**config.mk**
```make
export PLATFORM = sky130hd
export DESIGN_NAME = iosa_twi_regs
export DESIGN_NICKNAME = d
export VERILOG_FILES = /design/src/pkg/iosa_pkg.sv /design/src/pkg/iosa_dec_if.sv /design/src/hdl/iosa_twi_regs.sv /design/src/hdl/iosa_decode.sv
export SDC_FILE = /design/constraint.sdc
export NUM_CORES = 1
export LEC_CHECK = 0
export BUFFER_PORTS_ARGS = -buffer_cell sky130_fd_sc_hd__buf_2
export CORE_MARGIN = 3
export CORE_UTILIZATION = 50
export CTS_CLUSTER_SIZE = 12
export DETAILED_ROUTE_END_ITERATION = 10
export GPL_ROUTABILITY_DRIVEN = 0
export PLACE_DENSITY = 0.8
export SLEW_MARGIN = 10
export SYNTH_ARGS = -nofsm -noshare
export SYNTH_HDL_FRONTEND = slang
export SYNTH_SLANG_ARGS = --single-unit
```
**constraint.sdc**
```tcl
create_clock -name i_mclk -period 2.7 [get_ports i_mclk]
set_input_delay 0.405 -clock i_mclk [delete_from_list [all_inputs] [get_ports i_mclk]]
set_output_delay 0.405 -clock i_mclk [all_outputs]
set_load 0.005 [all_outputs]
```
**src/pkg/iosa_pkg.sv**
```systemverilog
package iosa_pkg;
  // address space limits, core view
  localparam logic [15:0] IO_BIT_MAX  = 16'h001f;
  localparam logic [15:0] IO_PORT_MAX = 16'h003f;
  localparam logic [15:0] IO_DS_OFS   = 16'h0020;
  localparam logic [15:0] IO_DS_HI    = 16'h00ff;
  localparam logic [7:0]  EXT_LO      = 8'h60;
  // serial register group, data-space addresses
  localparam logic [7:0]  GRP_LO      = 8'hb7;
  localparam logic [7:0]  ADR_BITRATE = 8'hb8;
  localparam logic [7:0]  ADR_STATE   = 8'hb9;
  localparam logic [7:0]  ADR_OWNADR  = 8'hba;
  localparam logic [7:0]  ADR_DATA    = 8'hbb;
  localparam logic [7:0]  ADR_CTRL    = 8'hbc;
  localparam logic [7:0]  GRP_HI      = 8'hbf;
  // serial_ctrl_reg bit positions
  localparam int          CB_EVT      = 7;
  localparam int          CB_ACK      = 6;
  localparam int          CB_STA      = 5;
  localparam int          CB_STO      = 4;
  localparam int          CB_WCOL     = 3;
  localparam int          CB_EN       = 2;
  localparam int          CB_IE       = 0;
  localparam logic [7:0]  CTRL_RW_MSK = 8'h75;
  // serial_state_reg and own_address_reg fields
  localparam int          SB_CODE_LSB = 3;
  localparam int          SB_PS_LSB   = 0;
  localparam int          OA_ADR_LSB  = 1;
  localparam int          OA_GC       = 0;
  // reset values
  localparam logic [7:0]  RST_CTRL    = 8'h00;
  localparam logic [7:0]  RST_DATA    = 8'h00;
  localparam logic [7:0]  RST_OWNADR  = 8'h00;
  localparam logic [4:0]  RST_CODE    = 5'h00;
  localparam logic [1:0]  RST_PS      = 2'h0;
  localparam logic [7:0]  RST_BITRATE = 8'h00;

  // instruction forms the core issues
  typedef enum logic [2:0] {
    KIND_PORT_READ  = 3'h0,
    KIND_PORT_WRITE = 3'h1,
    KIND_LOAD       = 3'h2,
    KIND_STORE      = 3'h3,
    KIND_SET_BIT    = 3'h4,
    KIND_CLR_BIT    = 3'h5,
    KIND_SKIP_SET   = 3'h6,
    KIND_SKIP_CLR   = 3'h7
  } iosa_kind_t;
endpackage

```
**src/pkg/iosa_dec_if.sv**
```systemverilog
`timescale 1ns/1ns
interface iosa_dec_if;
  logic       valid;
  logic       err;
  logic       rd;
  logic       wr;
  logic       skip_set;
  logic       skip_clr;
  logic       twi_grp;
  logic [7:0] daddr;
  logic [2:0] bit_idx;
  logic [7:0] wdata;
  logic [7:0] wmask;
  logic       ldst;

  modport dec  (output valid, err, rd, wr, skip_set, skip_clr, twi_grp, daddr, bit_idx, wdata, wmask, ldst);
  modport bank (input  valid, err, rd, wr, skip_set, skip_clr, twi_grp, daddr, bit_idx, wdata, wmask, ldst);
endinterface

```
**src/hdl/iosa_twi_regs.sv**
```systemverilog
// Overview of operation
// - set and clear bit forms act only on I/O addresses 0x00 to 0x1F.
// - skip-if-set and skip-if-clear forms get one selected bit of low registers.
// - some status flags clear on writing one; writing zero leaves them alone.
// - bit set or clear touches only the addressed bit, no write-back of others.
// - data-space address of an I/O register is its I/O address plus 0x20.
// - extended region 0x60 to 0xFF answers only load and store forms.
// - control at 0xBC: event, ack, start, stop, collision, enable, reserved, irq enable.
// - data register at 0xBB holds the byte sent or received on the bus.
// - own address at 0xBA: seven-bit address in 7:1, general call in 0.
// - status at 0xB9: code in 7:3, reserved 2, prescaler select in 1:0.
// - bit-rate register at 0xB8 holds the eight-bit serial clock divider.
`timescale 1ns/1ns
module iosa_twi_regs
  import iosa_pkg::*;
(
  // clock and reset
  input  wire logic        i_mclk,
  input  wire logic        i_nrst,
  // core access
  input  wire logic        i_acc_valid,
  input  iosa_kind_t       i_acc_kind,
  input  wire logic [15:0] i_acc_addr,
  input  wire logic [2:0]  i_acc_bit,
  input  wire logic [7:0]  i_acc_wdata,
  output logic             o_acc_done_q,
  output logic             o_acc_err_q,
  output logic [7:0]       o_acc_rdata_q,
  output logic             o_acc_bit_q,
  output logic             o_acc_skip_q,
  // forwarded I/O bus to other peripherals
  output logic             o_io_req_q,
  output logic             o_io_we_q,
  output logic [7:0]       o_io_addr_q,
  output logic [7:0]       o_io_wdata_q,
  output logic [7:0]       o_io_wmask_q,
  input  wire logic [7:0]  i_io_rdata,
  // events from the bus engine
  input  wire logic        i_evt_set,
  input  wire logic        i_wcol_set,
  input  wire logic        i_stop_done,
  input  wire logic        i_state_we,
  input  wire logic [4:0]  i_state_code,
  input  wire logic        i_rx_we,
  input  wire logic [7:0]  i_rx_data,
  // settings to the bus engine
  output logic             o_evt_flag_q,
  output logic             o_ack_en_q,
  output logic             o_start_req_q,
  output logic             o_stop_req_q,
  output logic             o_wcol_flag_q,
  output logic             o_iface_en_q,
  output logic             o_irq_en_q,
  output logic [6:0]       o_own_addr_q,
  output logic             o_gc_accept_q,
  output logic [1:0]       o_prescale_q,
  output logic [7:0]       o_bitrate_q,
  output logic [7:0]       o_tx_data_q
);
  iosa_dec_if dec_if ();

  iosa_decode u_decode (
    .i_valid (i_acc_valid),
    .i_kind  (i_acc_kind),
    .i_addr  (i_acc_addr),
    .i_bit   (i_acc_bit),
    .i_wdata (i_acc_wdata),
    .o_req   (dec_if.dec)
  );

  // stage one: registered request
  logic       s1_valid_q, s1_err_q, s1_rd_q, s1_wr_q, s1_sks_q, s1_skc_q, s1_twi_q;
  logic [7:0] s1_addr_q, s1_wdata_q, s1_wmask_q;
  logic [2:0] s1_bit_q;
  logic       s1_valid_d, s1_err_d, s1_rd_d, s1_wr_d, s1_sks_d, s1_skc_d, s1_twi_d;
  logic [7:0] s1_addr_d, s1_wdata_d, s1_wmask_d;
  logic [2:0] s1_bit_d;
  logic       io_req_d, io_we_d;

  // forward only legal accesses outside the serial group
  always_comb begin
    s1_valid_d = dec_if.valid;
    s1_err_d   = dec_if.err;
    s1_rd_d    = dec_if.rd;
    s1_wr_d    = dec_if.wr;
    s1_sks_d   = dec_if.skip_set;
    s1_skc_d   = dec_if.skip_clr;
    s1_twi_d   = dec_if.twi_grp && dec_if.ldst;
    s1_addr_d  = dec_if.daddr;
    s1_wdata_d = dec_if.wdata;
    s1_wmask_d = dec_if.wmask;
    s1_bit_d   = dec_if.bit_idx;
    io_req_d   = dec_if.valid && !dec_if.err && !dec_if.twi_grp;
    io_we_d    = io_req_d && dec_if.wr;
  end

  always_ff @(posedge i_mclk or negedge i_nrst) begin
    if (!i_nrst) begin
      s1_valid_q   <= 1'b0;
      s1_err_q     <= 1'b0;
      s1_rd_q      <= 1'b0;
      s1_wr_q      <= 1'b0;
      s1_sks_q     <= 1'b0;
      s1_skc_q     <= 1'b0;
      s1_twi_q     <= 1'b0;
      s1_addr_q    <= 8'h00;
      s1_wdata_q   <= 8'h00;
      s1_wmask_q   <= 8'h00;
      s1_bit_q     <= 3'h0;
      o_io_req_q   <= 1'b0;
      o_io_we_q    <= 1'b0;
    end else begin
      s1_valid_q   <= s1_valid_d;
      s1_err_q     <= s1_err_d;
      s1_rd_q      <= s1_rd_d;
      s1_wr_q      <= s1_wr_d;
      s1_sks_q     <= s1_sks_d;
      s1_skc_q     <= s1_skc_d;
      s1_twi_q     <= s1_twi_d;
      s1_addr_q    <= s1_addr_d;
      s1_wdata_q   <= s1_wdata_d;
      s1_wmask_q   <= s1_wmask_d;
      s1_bit_q     <= s1_bit_d;
      o_io_req_q   <= io_req_d;
      o_io_we_q    <= io_we_d;
    end
  end

  // bus fields mirror the request register
  assign o_io_addr_q  = s1_addr_q;
  assign o_io_wdata_q = s1_wdata_q;
  assign o_io_wmask_q = s1_wmask_q;

  // serial register state
  logic [7:0] ctrl_q, data_q, own_q, rate_q, ctrl_d, data_d, own_d, rate_d;
  logic [4:0] code_q, code_d;
  logic [1:0] ps_q, ps_d;
  logic       twi_ok, w_ctrl, w_data, w_own, w_state, w_rate;
  logic [7:0] wr_ctrl_val;

  always_comb begin
    twi_ok      = s1_valid_q && !s1_err_q && s1_twi_q;
    w_ctrl      = twi_ok && s1_wr_q && (s1_addr_q == ADR_CTRL);
    w_data      = twi_ok && s1_wr_q && (s1_addr_q == ADR_DATA);
    w_own       = twi_ok && s1_wr_q && (s1_addr_q == ADR_OWNADR);
    w_state     = twi_ok && s1_wr_q && (s1_addr_q == ADR_STATE);
    w_rate      = twi_ok && s1_wr_q && (s1_addr_q == ADR_BITRATE);
    wr_ctrl_val = (ctrl_q & ~s1_wmask_q) | (s1_wdata_q & s1_wmask_q);
    // plain control bits follow the write, reserved bit 1 stays zero
    ctrl_d = w_ctrl ? ((ctrl_q & ~CTRL_RW_MSK) | (wr_ctrl_val & CTRL_RW_MSK)) : ctrl_q;
    // engine ends a stop condition unless software writes control now
    if (i_stop_done && !w_ctrl) begin
      ctrl_d[CB_STO] = 1'b0;
    end
    // event flag: writing one clears, zero holds, a new event wins
    if (w_ctrl && s1_wdata_q[CB_EVT] && s1_wmask_q[CB_EVT]) begin
      ctrl_d[CB_EVT] = 1'b0;
    end
    if (i_evt_set) begin
      ctrl_d[CB_EVT] = 1'b1;
    end
    // collision flag clears on a data write while the event flag is up
    if (w_data && ctrl_q[CB_EVT]) begin
      ctrl_d[CB_WCOL] = 1'b0;
    end
    if (i_wcol_set) begin
      ctrl_d[CB_WCOL] = 1'b1;
    end
    ctrl_d[1] = 1'b0;
    // received byte wins over a software write in the same cycle
    data_d = i_rx_we ? i_rx_data : (w_data ? s1_wdata_q : data_q);
    own_d  = w_own ? s1_wdata_q : own_q;
    rate_d = w_rate ? s1_wdata_q : rate_q;
    ps_d   = w_state ? s1_wdata_q[SB_PS_LSB +: 2] : ps_q;
    code_d = i_state_we ? i_state_code : code_q;
  end

  always_ff @(posedge i_mclk or negedge i_nrst) begin
    if (!i_nrst) begin
      ctrl_q <= RST_CTRL;
      data_q <= RST_DATA;
      own_q  <= RST_OWNADR;
      rate_q <= RST_BITRATE;
      code_q <= RST_CODE;
      ps_q   <= RST_PS;
    end else begin
      ctrl_q <= ctrl_d;
      data_q <= data_d;
      own_q  <= own_d;
      rate_q <= rate_d;
      code_q <= code_d;
      ps_q   <= ps_d;
    end
  end

  // engine-facing views of the registers
  assign o_evt_flag_q  = ctrl_q[CB_EVT];
  assign o_ack_en_q    = ctrl_q[CB_ACK];
  assign o_start_req_q = ctrl_q[CB_STA];
  assign o_stop_req_q  = ctrl_q[CB_STO];
  assign o_wcol_flag_q = ctrl_q[CB_WCOL];
  assign o_iface_en_q  = ctrl_q[CB_EN];
  assign o_irq_en_q    = ctrl_q[CB_IE];
  assign o_own_addr_q  = own_q[OA_ADR_LSB +: 7];
  assign o_gc_accept_q = own_q[OA_GC];
  assign o_prescale_q  = ps_q;
  assign o_bitrate_q   = rate_q;
  assign o_tx_data_q   = data_q;

  // stage two: answer to the core
  logic [7:0] twi_rd, rd_d;
  logic       done_d, err_d, bit_d, skip_d;

  always_comb begin
    unique case (s1_addr_q)
      ADR_BITRATE: twi_rd = rate_q;
      ADR_STATE:   twi_rd = {code_q, 1'b0, ps_q};
      ADR_OWNADR:  twi_rd = own_q;
      ADR_DATA:    twi_rd = data_q;
      ADR_CTRL:    twi_rd = ctrl_q;
      default:     twi_rd = 8'h00;
    endcase
    done_d = s1_valid_q;
    err_d  = s1_valid_q && s1_err_q;
    // errored or write accesses return zero data
    rd_d   = 8'h00;
    if (s1_valid_q && !s1_err_q && s1_rd_q) begin
      rd_d = s1_twi_q ? twi_rd : i_io_rdata;
    end
    bit_d  = rd_d[s1_bit_q];
    // refused or idle cycles never report a skip, whatever kind lingers
    skip_d = s1_valid_q && !s1_err_q && ((s1_sks_q && bit_d) || (s1_skc_q && !bit_d));
  end

  always_ff @(posedge i_mclk or negedge i_nrst) begin
    if (!i_nrst) begin
      o_acc_done_q  <= 1'b0;
      o_acc_err_q   <= 1'b0;
      o_acc_rdata_q <= 8'h00;
      o_acc_bit_q   <= 1'b0;
      o_acc_skip_q  <= 1'b0;
    end else begin
      o_acc_done_q  <= done_d;
      o_acc_err_q   <= err_d;
      o_acc_rdata_q <= rd_d;
      o_acc_bit_q   <= bit_d;
      o_acc_skip_q  <= skip_d;
    end
  end

  // checks on the decoder and the register group
  a_bit_range_err: assert property (@(posedge i_mclk) disable iff (!i_nrst)
    (i_acc_valid && (i_acc_kind == KIND_SET_BIT || i_acc_kind == KIND_CLR_BIT) && i_acc_addr > IO_BIT_MAX)
      |-> ##2 (o_acc_done_q && o_acc_err_q))
    else $error("bit form above low range not refused");

  a_skip_bit_sel: assert property (@(posedge i_mclk) disable iff (!i_nrst)
    (i_acc_valid && i_acc_kind == KIND_SKIP_CLR && i_acc_addr <= IO_BIT_MAX)
      |-> ##2 (o_acc_skip_q == !o_acc_bit_q) && (o_acc_bit_q == o_acc_rdata_q[$past(i_acc_bit, 2)]))
    else $error("skip result does not follow selected bit");

  a_evt_w1c_clear: assert property (@(posedge i_mclk) disable iff (!i_nrst)
    (w_ctrl && s1_wdata_q[CB_EVT] && !i_evt_set) |=> !o_evt_flag_q)
    else $error("event flag not cleared by writing one");

  a_evt_zero_hold: assert property (@(posedge i_mclk) disable iff (!i_nrst)
    (w_ctrl && !s1_wdata_q[CB_EVT]) |=> (o_evt_flag_q == ($past(o_evt_flag_q) || $past(i_evt_set))))
    else $error("writing zero changed the event flag");

  a_bit_one_lane: assert property (@(posedge i_mclk) disable iff (!i_nrst)
    (i_acc_valid && (i_acc_kind == KIND_SET_BIT || i_acc_kind == KIND_CLR_BIT) && i_acc_addr <= IO_BIT_MAX)
      |=> (o_io_req_q && o_io_we_q && $onehot(o_io_wmask_q) && o_io_wmask_q[$past(i_acc_bit)]))
    else $error("bit form wrote more than one lane");

  a_port_ds_ofs: assert property (@(posedge i_mclk) disable iff (!i_nrst)
    (i_acc_valid && i_acc_kind == KIND_PORT_WRITE && i_acc_addr <= IO_PORT_MAX)
      |=> (o_io_req_q && o_io_addr_q == 8'($past(i_acc_addr) + IO_DS_OFS)))
    else $error("port address not offset into data space");

  a_ext_ldst_only: assert property (@(posedge i_mclk) disable iff (!i_nrst)
    (i_acc_valid && !(i_acc_kind == KIND_LOAD || i_acc_kind == KIND_STORE))
      |=> !(o_io_req_q && o_io_addr_q >= EXT_LO) && !twi_ok)
    else $error("extended region reached by port or bit form");

  a_ctrl_layout: assert property (@(posedge i_mclk) disable iff (!i_nrst)
    (w_ctrl && !i_stop_done)
      |=> (o_ack_en_q == $past(s1_wdata_q[CB_ACK])) && (o_stop_req_q == $past(s1_wdata_q[CB_STO]))
          && (o_irq_en_q == $past(s1_wdata_q[CB_IE])) && !ctrl_q[1])
    else $error("control write landed in wrong bits");

  a_data_store: assert property (@(posedge i_mclk) disable iff (!i_nrst)
    (w_data && !i_rx_we) |=> (o_tx_data_q == $past(s1_wdata_q)))
    else $error("data register did not take the store");

  a_own_fields: assert property (@(posedge i_mclk) disable iff (!i_nrst)
    w_own |=> (o_own_addr_q == $past(s1_wdata_q[7:1])) && (o_gc_accept_q == $past(s1_wdata_q[0])))
    else $error("own address fields misplaced");

  a_state_read: assert property (@(posedge i_mclk) disable iff (!i_nrst)
    (twi_ok && s1_rd_q && s1_addr_q == ADR_STATE)
      |=> (o_acc_rdata_q[7:3] == $past(code_q)) && !o_acc_rdata_q[2] && (o_acc_rdata_q[1:0] == $past(ps_q)))
    else $error("status read layout wrong");

  a_rate_store: assert property (@(posedge i_mclk) disable iff (!i_nrst)
    w_rate |=> ##1 (o_bitrate_q == $past(s1_wdata_q, 2)))
    else $error("bit-rate register lost its value");

  a_rsv_read_zero: assert property (@(posedge i_mclk) disable iff (!i_nrst)
    (twi_ok && s1_rd_q && (s1_addr_q == GRP_LO || s1_addr_q > ADR_CTRL)) |=> (o_acc_rdata_q == 8'h00))
    else $error("reserved address read nonzero");
endmodule

```
**src/hdl/iosa_decode.sv**
```systemverilog
`timescale 1ns/1ns
module iosa_decode
  import iosa_pkg::*;
(
  // core access
  input  wire logic       i_valid,
  input  iosa_kind_t      i_kind,
  input  wire logic [15:0] i_addr,
  input  wire logic [2:0] i_bit,
  input  wire logic [7:0] i_wdata,
  // decoded request
  iosa_dec_if.dec         o_req
);
  logic [15:0] daddr;
  logic        ok;
  logic        is_port;
  logic        is_bit;
  logic        is_ldst;

  // classify the form, range check and map to data space
  always_comb begin
    is_port = (i_kind == KIND_PORT_READ) || (i_kind == KIND_PORT_WRITE);
    is_ldst = (i_kind == KIND_LOAD) || (i_kind == KIND_STORE);
    is_bit  = !is_port && !is_ldst;
    daddr   = i_addr;
    ok      = 1'b0;
    if (is_port) begin
      ok    = (i_addr <= IO_PORT_MAX);
      daddr = i_addr + IO_DS_OFS;
    end else if (is_bit) begin
      ok    = (i_addr <= IO_BIT_MAX);
      daddr = i_addr + IO_DS_OFS;
    end else begin
      ok    = (i_addr >= IO_DS_OFS) && (i_addr <= IO_DS_HI);
    end
    // extended region is never reached by port or bit forms
    if (!is_ldst && (daddr[7:0] >= EXT_LO)) begin
      ok = 1'b0;
    end
  end

  // single-bit forms write one bit lane only, so w1c neighbours survive
  always_comb begin
    o_req.valid    = i_valid;
    o_req.err      = i_valid && !ok;
    o_req.ldst     = is_ldst;
    o_req.daddr    = daddr[7:0];
    o_req.bit_idx  = i_bit;
    o_req.twi_grp  = (daddr[7:0] >= GRP_LO) && (daddr[7:0] <= GRP_HI);
    o_req.rd       = (i_kind == KIND_PORT_READ) || (i_kind == KIND_LOAD) ||
                     (i_kind == KIND_SKIP_SET) || (i_kind == KIND_SKIP_CLR);
    o_req.wr       = (i_kind == KIND_PORT_WRITE) || (i_kind == KIND_STORE) ||
                     (i_kind == KIND_SET_BIT) || (i_kind == KIND_CLR_BIT);
    o_req.skip_set = (i_kind == KIND_SKIP_SET);
    o_req.skip_clr = (i_kind == KIND_SKIP_CLR);
    if (i_kind == KIND_SET_BIT || i_kind == KIND_CLR_BIT) begin
      o_req.wmask = 8'h01 << i_bit;
      o_req.wdata = (i_kind == KIND_SET_BIT) ? 8'hff : 8'h00;
    end else begin
      o_req.wmask = 8'hff;
      o_req.wdata = i_wdata;
    end
  end
endmodule

```
==> flow_metrics.tcl, run 1 <==
set metrics [dict create \
    syn_nets 370 \
    core_area_sq_um 7019 \
    status "finished, final reports clean" \
    insertion_delay_ps 360 \
    avgSynthCellArea_sq_um 12.09 \
    rr_worst_depth 7 \
    setup_ws_ps 335.1 \
    grt_first_pass_wirelength_mm 15.55 \
    ctsRootBufferMaster "clkbuf_8" \
    die_area_sq_um 8548 \
    powerDensity_nw_per_um2 550.7 \
    synthXorXnorAreaFrac_pct 0.4687 \
    multi_input_area_sq_um 1505 \
    antenna_found_initial 0 \
    ctsResizeCount 0 \
    port_buffers 129 \
    slowest_delay_ps 550 \
    crit_type "reg2reg" \
    critPathLaunchType "register" \
    synth_cells 309 \
    leakagePower_nw 2.466 \
    ant_nets 0 \
    yosys.area.top_type_share_pct 57.58 \
    hold_viol_final 0 \
    place_ws_ps 370.4 \
    overflow 0 \
    gr-usage-met2_pct 39.82 \
    synth-main-ff-cell "dfrtp_1" \
    cp-end-kind "register" \
    muxShareOfSynthArea_pct 15.10 \
    rsz0062_at_grt "false" \
    first_global_vias 3034 \
    fin_crit_ps 2365 \
    ys_seq_elements 86 \
    setup-tns-final_ps 0 \
    grt_max_degree 54 \
    postSynth.asyncResetShare_pct 100.0 \
    area.sequential_sq_um 2152 \
    layout.filler_cells 542 \
    yosysTopAreaCell "dfrtp_1" \
    detail_route.iter0.violations 180 \
    start_util_pct 53.24 \
    routed_wl_mm 9.684 \
    nets 505 \
    critPathSlowestCell "dfrtp_1" \
    post_cts_buffers 0 \
    crit_chain "nor4bb_1 -> nand4_1 -> a311oi_1 -> a21o_1 -> o311ai_1 -> o311ai_1 -> mux2i_1" \
    h-tree-depth 3 \
    vias 3017 \
    drive_above_1_share_pct 40.76 \
    cap_violations 0 \
    grt_most_used_layer "met2" \
    setup_violations 0 \
    routedWlPerCell_um 17.77 \
    finalMaxSlewViolations 0 \
    regToRegStartpoint "o_io_addr_q[2]" \
    grt.met1_usage_pct 30.41 \
    hold_path.class "in2async" \
    yosys_warnings 0 \
    synth.most_common_cell "dfrtp_1" \
    clock-sinks 86 \
    cts_buffers 9 \
    via_per_inst 5.536 \
    netlist_area_sq_um 3737 \
    tritoncts "built" \
    path_common_cell "o311ai_1" \
    cp_data_arrival_time_ps 2630 \
    synth-simple-area-share_pct 12.59 \
    syn2layout_area_growth_pct 25.88 \
    synth_fa_ha_area_share_pct 0.6696 \
    fin_skew_ps 14.38 \
    synth.area.top_cells "dfrtp_1, mux2_2, mux2i_1, nand2_1, o21ai_0" \
    clkTransAtPathRegs_ps 80 \
    max_freq_mhz 422.9 \
    ys_seq_area_share_pct 57.58 \
    met3_usage_pct 5.361 \
    ys_top_cells_by_count "dfrtp_1, nand2_1, mux2_2, mux2i_1, o21ai_0" \
    dp_hpwl_mm 7.464 \
    postCtsHoldBufs 0 \
    holdWs_ps 74.49 \
    grt_usage_pct 23.62 \
    vdd_drop_max_mv 0.3028 \
    pin_count 130 \
    synth_edf_count 0 \
    antenna_cells 0 \
    synth_top_family_by_area "multiplexers" \
    cts_max_path_buffers 2 \
    synth_cell_types 50 \
    die_y_um 92.46 \
    relSlewSlack_pct 56.32 \
    drc 0 \
    fin_util_pct 67.02 \
    cp.required_ps 2960 \
    tightest_slew_ps 655.2 \
    cp_max_fo 12 \
    synth_compound_area_share_pct 11.45 \
    chipWidth_um 92.46 \
    drtPass1Iterations 5 \
    row_count 30 \
    finalCritPeriodShare_pct 87.59 \
    ff2ff_setup_slack_ps 340 \
    reg2reg_to "o_acc_skip_q" \
]
metrics by stage:
| stage | instances | power (mW) | cell area (sq um) |
|---|---|---|---|
| after floorplan | 309 | 1.517 | 3737 |
| after global placement | 529 | 1.670 | 4494 |
| after detailed placement | 529 | 1.681 | 4494 |
| after CTS | 545 | 2.609 | 4705 |
| after global routing | 545 | 2.701 | 4705 |
| final | 545 | 2.591 | 4705 |
power breakdown:
part	switching, mW	leakage (nW)	internal, mW
clock	0.453	0.103	0.482
combinational	0.137	1.29	0.120
sequential	0.0561	1.08	1.34
per-layer routing:
layer | up-vias | wire length [um]
met3 | 14 | 638
met4 | 0 | 153
met1 | 1483 | 3978
met5 | - | 0
met2 | 126 | 4915
li1 | 1394 | -
logic make-up (layout without fill, tap and decap cells):
logic type	count (synthesis)	count (layout)
DFF	86	86
buffers and inverters	17	157
AOI/OAI and AO/OA	63	63
and+or+nand+nor	89	89
xor gates and xnor gates	2	2
muxes	50	50
adders and majority gates	2	2
state kept, by name, indices dropped and copies added (netlist names), 2 cells and up, named ones only:
| register | flops |
|---|---|
| o_io_wdata_q | 8 |
| o_prescale_q | 2 |
| o_io_wmask_q | 8 |
| own_q | 8 |
| ctrl_q | 3 |
| o_acc_rdata_q | 8 |
| o_tx_data_q | 8 |
| s1_bit_q | 3 |
| o_bitrate_q | 8 |
| o_io_addr_q | 8 |
| code_q | 5 |
how the worst max path moves through the flow:
stage,endpoint,from,slack (ps)
finish,o_acc_skip_q,o_io_addr_q[2],340
global route,o_acc_skip_q,o_io_addr_q[2],190
CTS,o_acc_skip_q,o_io_addr_q[0],360
detailed placement,o_acc_skip_q,o_io_addr_q[0],370
global placement,o_acc_skip_q,o_io_addr_q[0],520
floorplan,own_q[0],o_io_addr_q[6],630
critical path, delay by kind of cell, from the launching register on:
family             cells  cell delay, ps
and+or+nand+nor        2             610
muxes                  1             250
DFF                    1             550
AOI/OAI and AO/OA      4             860
layout by cell type (no fill, tap or decap), types with 5 or more instances in the layout:
| cell type | netlist | final |
|---|---|---|
| a21o_1 | 12 | 12 |
| clkbuf_8 | 0 | 11 |
| nand3_1 | 5 | 5 |
| and3_1 | 6 | 6 |
| o21ai_0 | 19 | 19 |
| nor2_1 | 12 | 12 |
| nand2_1 | 29 | 29 |
| buf_2 | 1 | 128 |
| inv_1 | 9 | 9 |
| nand2b_1 | 5 | 5 |
| and2_1 | 6 | 6 |
| a21oi_1 | 7 | 7 |
| nor2b_1 | 5 | 5 |
| mux2_2 | 28 | 28 |
| mux2i_1 | 20 | 20 |
| dfrtp_1 | 86 | 86 |
layout make-up:
class,count,share of cell area (%)
Sequential cell,86,45.74
Multi-Input combinational cell,206,31.99
Timing Repair Buffer,132,14.52
Clock buffer,12,3.298
Tap cell,96,2.553
Clock inverter,4,1.170
Inverter,9,0.7181
Note: power is estimated with default switching activity, not from simulation.
==> run 2: changes to the inputs <==
ABC_AREA = 1   (was unset)
RECOVER_POWER = 25   (was unset)
==> flow_metrics.tcl, run 2 <==
set metrics [dict create \
    status "finished, final reports clean" \
    hp-start "i_acc_valid" \
    drive_above_1_share_pct 26.51 \
    finalMaxSlewViolations 0 \
    vdd_drop_max_mv 0.3035 \
    netSwitchingFraction_pct 26.76 \
    setup_violations 0 \
    crit_type "reg2reg" \
    finalCritPeriodShare_pct 71.50 \
    row_count 31 \
    antenna_cells 0 \
    hold_path.class "in2reg" \
    cts_max_path_buffers 2 \
    p_int_mw 1.810 \
    yosys.area.top_type_share_pct 56.58 \
    regToRegStartpoint "o_io_addr_q[6]" \
    final_cell_mix "nand2_1, buf_2, dfrtp_1" \
    netlist_area_sq_um 3804 \
    die_y_um 93.22 \
    avgSynthCellArea_sq_um 8.645 \
    critPathLaunch "o_io_addr_q[6]" \
    tritoncts "built" \
    max_freq_mhz 518.0 \
    setup_ws_ps 769.6 \
    cp.required_ps 2950 \
    port_buffers 129 \
    syn2layout_area_growth_pct 24.44 \
    power.share.clock_pct 33.2 \
    seqPwrFrac_pct 55.9 \
    core_area_sq_um 7331 \
    tightest_slew_ps 583.3 \
    start_util_pct 51.89 \
    detail_route.iter0.violations 198 \
    comb_power_share_pct 10.9 \
    chipWidth_um 93.22 \
    synth_cell_types 33 \
    antenna_found_initial 0 \
    path_buf_inv 3 \
    relSlewSlack_pct 60.97 \
    cts_buffers 9 \
    yosys_warnings 0 \
    critPathSlowestCell "dfrtp_1" \
    setup-tns-final_ps 0 \
    drc 0 \
    clkTransAtPathRegs_ps 80 \
    ys_top_cells_by_count "nand2_1, dfrtp_1, inv_1, o21ai_0, nand3_1" \
    ant_nets 0 \
    post_cts_buffers 0 \
    postSynth.asyncResetShare_pct 100.0 \
    syn_nets 501 \
    synth_cells 440 \
    insertion_delay_ps 370 \
    synth-main-ff-cell "dfrtp_1" \
    nets 637 \
    ys_seq_area_share_pct 56.58 \
    ctsRootBufferMaster "clkbuf_8" \
    via_per_inst 5.129 \
    mostFrequentLayoutCell "nand2_1" \
    leakagePower_nw 2.589 \
    die_area_sq_um 8690 \
    critPathLaunchType "register" \
    synth.most_common_cell "nand2_1" \
    fin_skew_ps 10.95 \
    drtPass1Iterations 5 \
    crit_chain "inv_1 -> nand2_2 -> nor2_8 -> nand2_2 -> inv_2 -> nand2_1 -> nand2_1 -> inv_1 -> nand2_1 -> nand2_1 -> a21oi_2 -> nand2_1 -> nand3_1 -> nand2_1 -> nor2_1 -> nor2_1" \
    pin_count 130 \
    synth.area.top_cells "dfrtp_1, nand2_1, inv_1, o21ai_0, nand3_1" \
    grt_first_pass_wirelength_mm 16.42 \
    slowest_delay_ps 380 \
    rsz0062_at_grt "false" \
    h-tree-depth 3 \
    path_common_cell "nand2_1" \
    cap_violations 0 \
    grt_max_degree 53 \
    grt_usage_pct 24.60 \
    ctsResizeCount 0 \
    cp_max_fo 28 \
    clock-sinks 86 \
    ys_seq_elements 86 \
    power.switching_mw 0.6612 \
    dp_hpwl_mm 7.938 \
    first_global_vias 3492 \
    cp_data_arrival_time_ps 2190 \
    powerDensity_nw_per_um2 522.1 \
    vias 3488 \
    overflow 0 \
    cpLargestDelayFamily "simple AND/OR/NAND/NOR gates" \
    hold_viol_final 0 \
    postCtsHoldBufs 1 \
    routed_wl_mm 10.14 \
    fin_crit_ps 1930 \
    yosysTopAreaCell "dfrtp_1" \
    synth_edf_count 0 \
    place_ws_ps 831.9 \
    cp-end-kind "register" \
    routedWlPerCell_um 14.91 \
]
-- run 2: cell count changes in the layout (fill, tap and decap cells not counted), moves of 6 or more --
cell      delta
o21ai_0     +22
a21o_1      -12
buf_2       -10
mux2i_1     -20
inv_1       +46
nand2_1     +91
nand3_1     +32
clkbuf_1    +11
mux2_2      -27
nor2_1      +19
and2_1       -6
-- run 2: final timing paths --
kind	to	slack, ps	cells after the start
min reg2reg	o_acc_done_q	420	0
min	done_d	180	1
max	o_acc_skip_q	770	16
min in group asynchronous	o_bitrate_q[3]	520	2
max in group asynchronous	o_io_addr_q[4]	1570	3
max reg2reg	o_acc_skip_q	770	16
-- run 2: through the flow --
step | cells | total power, mW | hold slack [ps] | cell area [sq um] | utilization (%)
3_5_place_dp | 663 | 1.677 | 374.2 | 4559 | 62.19
5_1_grt | 680 | 2.591 | 174.8 | 4733 | 64.57
4_1_cts | 680 | 2.489 | 168.2 | 4746 | 64.74
2_1_floorplan | 440 | 1.517 | 109.4 | 3804 | -
6_report | 680 | 2.471 | 183.0 | 4733 | 64.57
3_3_place_gp | 663 | 1.668 | 376.3 | 4559 | 62.19
-- run 2: area by class of cell --
class,instances,area (sq um)
inverter,59,221.5
multi-input combinational,288,1386
tap,99,123.9
clock inverter,4,31.28
fill,639,2597
clock buffer,12,145.1
timing repair buffer,132,673.1
sequential,86,2152
-- run 2: routing by layer --
metal / GRT usage [%] / part of all wire, % / wire length, um / vias up
met5: 0 / 0 / 0 / -
met4: 9.646 / 2.2 / 227 / 0
met3: 4.827 / 6.5 / 656 / 20
met2: 41.75 / 49 / 5007 / 138
met1: 30.97 / 42 / 4251 / 1635
li1: - / - / - / 1695
-- run 2: worst register-to-register path: stages (launching register included) --
cell and delay, ps:
dfrtp_1 380, inv_1 60, nand2_2 90, nor2_8 300, nand2_2 140, inv_2 70
nand2_1 40, nand2_1 50, inv_1 40, nand2_1 60, nand2_1 90, a21oi_2 150
nand2_1 80, nand3_1 70, nand2_1 60, nor2_1 80, nor2_1 50
-- run 2: kinds of logic (layout without fill, tap and decap cells) --
group	Yosys count	count (layout)	synth area share [%]
compound gates	77	77	11.35
xor+xnor	2	2	0.4606
flops	86	86	56.58
buf+inv	66	207	6.974
mux	1	1	0.2960
simple gates	206	206	23.68
fa+ha+maj	2	2	0.6578
-- run 2: power by group through the flow --
| stage | registers, mW | logic, mW | clock network [mW] |
|---|---|---|---|
| 2_1_floorplan | 1.40 | 0.114 | 0 |
| 3_3_place_gp | 1.41 | 0.263 | 0 |
| 3_5_place_dp | 1.41 | 0.270 | 0 |
| 4_1_cts | 1.38 | 0.273 | 0.835 |
| 5_1_grt | 1.39 | 0.303 | 0.901 |
| 6_report | 1.38 | 0.268 | 0.821 |
==> run 3: changes to the inputs <==
CORE_UTILIZATION = 45   (was 50)
PLACE_DENSITY = 0.76   (was 0.8)
clock period = 1.6 ns   (was 2.7 ns; I/O delays follow)
==> flow_metrics.tcl, run 3 (synthesized netlist as in run 2, its figures left out) <==
set metrics [dict create \
    grt_max_degree 87 \
    cap_violations 0 \
    rsz0062_at_grt "true" \
    critPathLaunchType "register" \
    ant_nets 0 \
    setup_violations 5 \
    finalCritPeriodShare_pct 116.9 \
    grt_first_pass_wirelength_mm 17.15 \
    routedWlPerCell_um 14.82 \
    grt_usage_pct 22.53 \
    powerDensity_nw_per_um2 876.0 \
    violations "setup timing" \
    ff2ff_setup_slack_ps -270 \
    chipWidth_um 97.94 \
    holdWs_ps 34.43 \
    tightest_slew_ps 1019 \
    whs_path_depth 1 \
    relSlewSlack_pct 32.04 \
    tritoncts "built" \
    nets 678 \
    instances_no_fill 724 \
    detail_route.iter0.violations 270 \
    insertion_delay_ps 350 \
    reg2reg_to "o_acc_skip_q" \
    final_cell_mix "buf_2, nand2_1, dfrtp_1" \
    setup_ws_ps -270.7 \
    clock-sinks 86 \
    routed_wl_mm 10.73 \
    min_to "o_io_addr_q[4]" \
    core_area_sq_um 7968 \
    die_y_um 97.94 \
    first_global_vias 3576 \
    fin_crit_ps 1871 \
    cts_buffers 9 \
    crit_type "reg2reg" \
    via_per_inst 5.112 \
    cp_data_arrival_time_ps 2110 \
    finalPower_mw 4.533 \
    drtPass1Iterations 5 \
    status "finished, violations left" \
    dp_cells 693 \
    cts_max_path_buffers 2 \
    die_area_sq_um 9591 \
    clkTransAtPathRegs_ps 80 \
    max_freq_mhz 534.6 \
    vdd_drop_max_mv 0.4771 \
    cp_max_fo 8 \
    h-tree-depth 3 \
    hold_path.class "in2reg" \
    hold_viol_final 0 \
    dp_hpwl_mm 8.107 \
    row_count 32 \
    mostFrequentLayoutCell "buf_2" \
    antenna_cells 0 \
    hp-start "i_acc_addr[4]" \
    cp-end-kind "register" \
    fin_skew_ps 11.14 \
    regToRegStartpoint "o_io_addr_q[6]" \
    drc 0 \
    finalMaxSlewViolations 0 \
    drive_above_1_share_pct 34.89 \
    ctsRootBufferMaster "clkbuf_8" \
    antenna_found_initial 0 \
    vias 3701 \
    pin_count 130 \
    cp.required_ps 1840 \
    setup-tns-final_ps -610.1 \
    rr_worst_depth 15 \
    syn2layout_area_growth_pct 36.05 \
    leakagePower_nw 2.835 \
    start_util_pct 47.74 \
    port_buffers 129 \
    overflow 0 \
]
## run 3: routing by layer
| layer | global-route usage [%] | vias up | wire length (um) |
|---|---|---|---|
| met4 | 10.54 | 0 | 387 |
| met1 | 29.07 | 1721 | 4359 |
| li1 | - | 1777 | - |
| met2 | 36.13 | 168 | 5164 |
| met5 | 0 | - | 0 |
| met3 | 5.143 | 35 | 818 |
## run 3: cell type report
type                            count  area [sq um]
Tap cell                          102         127.6
Clock inverter                      7         98.84
Clock buffer                        9         123.9
Timing Repair Buffer              171         965.9
Inverter                           59         221.5
Multi-Input combinational cell    290          1484
Sequential cell                    86          2153
Fill cell                         683          2793
## run 3: critical path, stage by stage, from the launching register on
cell     delay (ps)
dfrtp_1         400
inv_2            70
nand2_4          80
nor2_8          190
buf_6           160
nand3_1          80
nand2_1         100
o21ai_1          70
nand2_1          80
nand2_2          60
nand2_1          60
nand2_1          70
nand3_1          90
nand2_1          70
nor2_1          110
nor2_1           70
## run 3: per-stage QoR
| step | cell area, sq um | utilization (%) | worst slack, ps |
|---|---|---|---|
| floorplan | 3804 | - | 6.317 |
| global placement | 4766 | 59.81 | -212.7 |
| detailed placement | 4766 | 59.81 | -346.1 |
| CTS | 5132 | 64.42 | -240.4 |
| global route | 5175 | 64.95 | -387.7 |
| finish | 5175 | 64.95 | -270.7 |
## run 3: repair_timing
item / in CTS / in global routing
hold buffers: 2 / 0
gates resized for setup: 20 / 16
endpoints found under the setup margin: 13 / 27
endpoints found under the hold margin: 87 / 0
buffers inserted: 7 / 3
cloned: 1 / 2
pin swaps: 13 / 20
## run 3: worst max-delay path by stage
| stage | from | to | slack (ps) | cells past startpoint |
|---|---|---|---|---|
| after floorplan | o_io_addr_q[6] | o_acc_skip_q | 6 | 15 |
| after global placement | o_io_addr_q[1] | o_acc_skip_q | -210 | 14 |
| after detailed placement | o_io_addr_q[1] | o_acc_skip_q | -350 | 14 |
| after CTS | o_io_addr_q[1] | o_acc_skip_q | -240 | 15 |
| after global routing | done_d | o_acc_skip_q | -390 | 12 |
| final | o_io_addr_q[6] | o_acc_skip_q | -270 | 15 |
## run 3: power breakdown
group          internal [mW]  switching [mW]
Sequential              2.27          0.0700
Clock                  0.883           0.772
Combinational          0.231           0.311
Total                   3.38            1.15
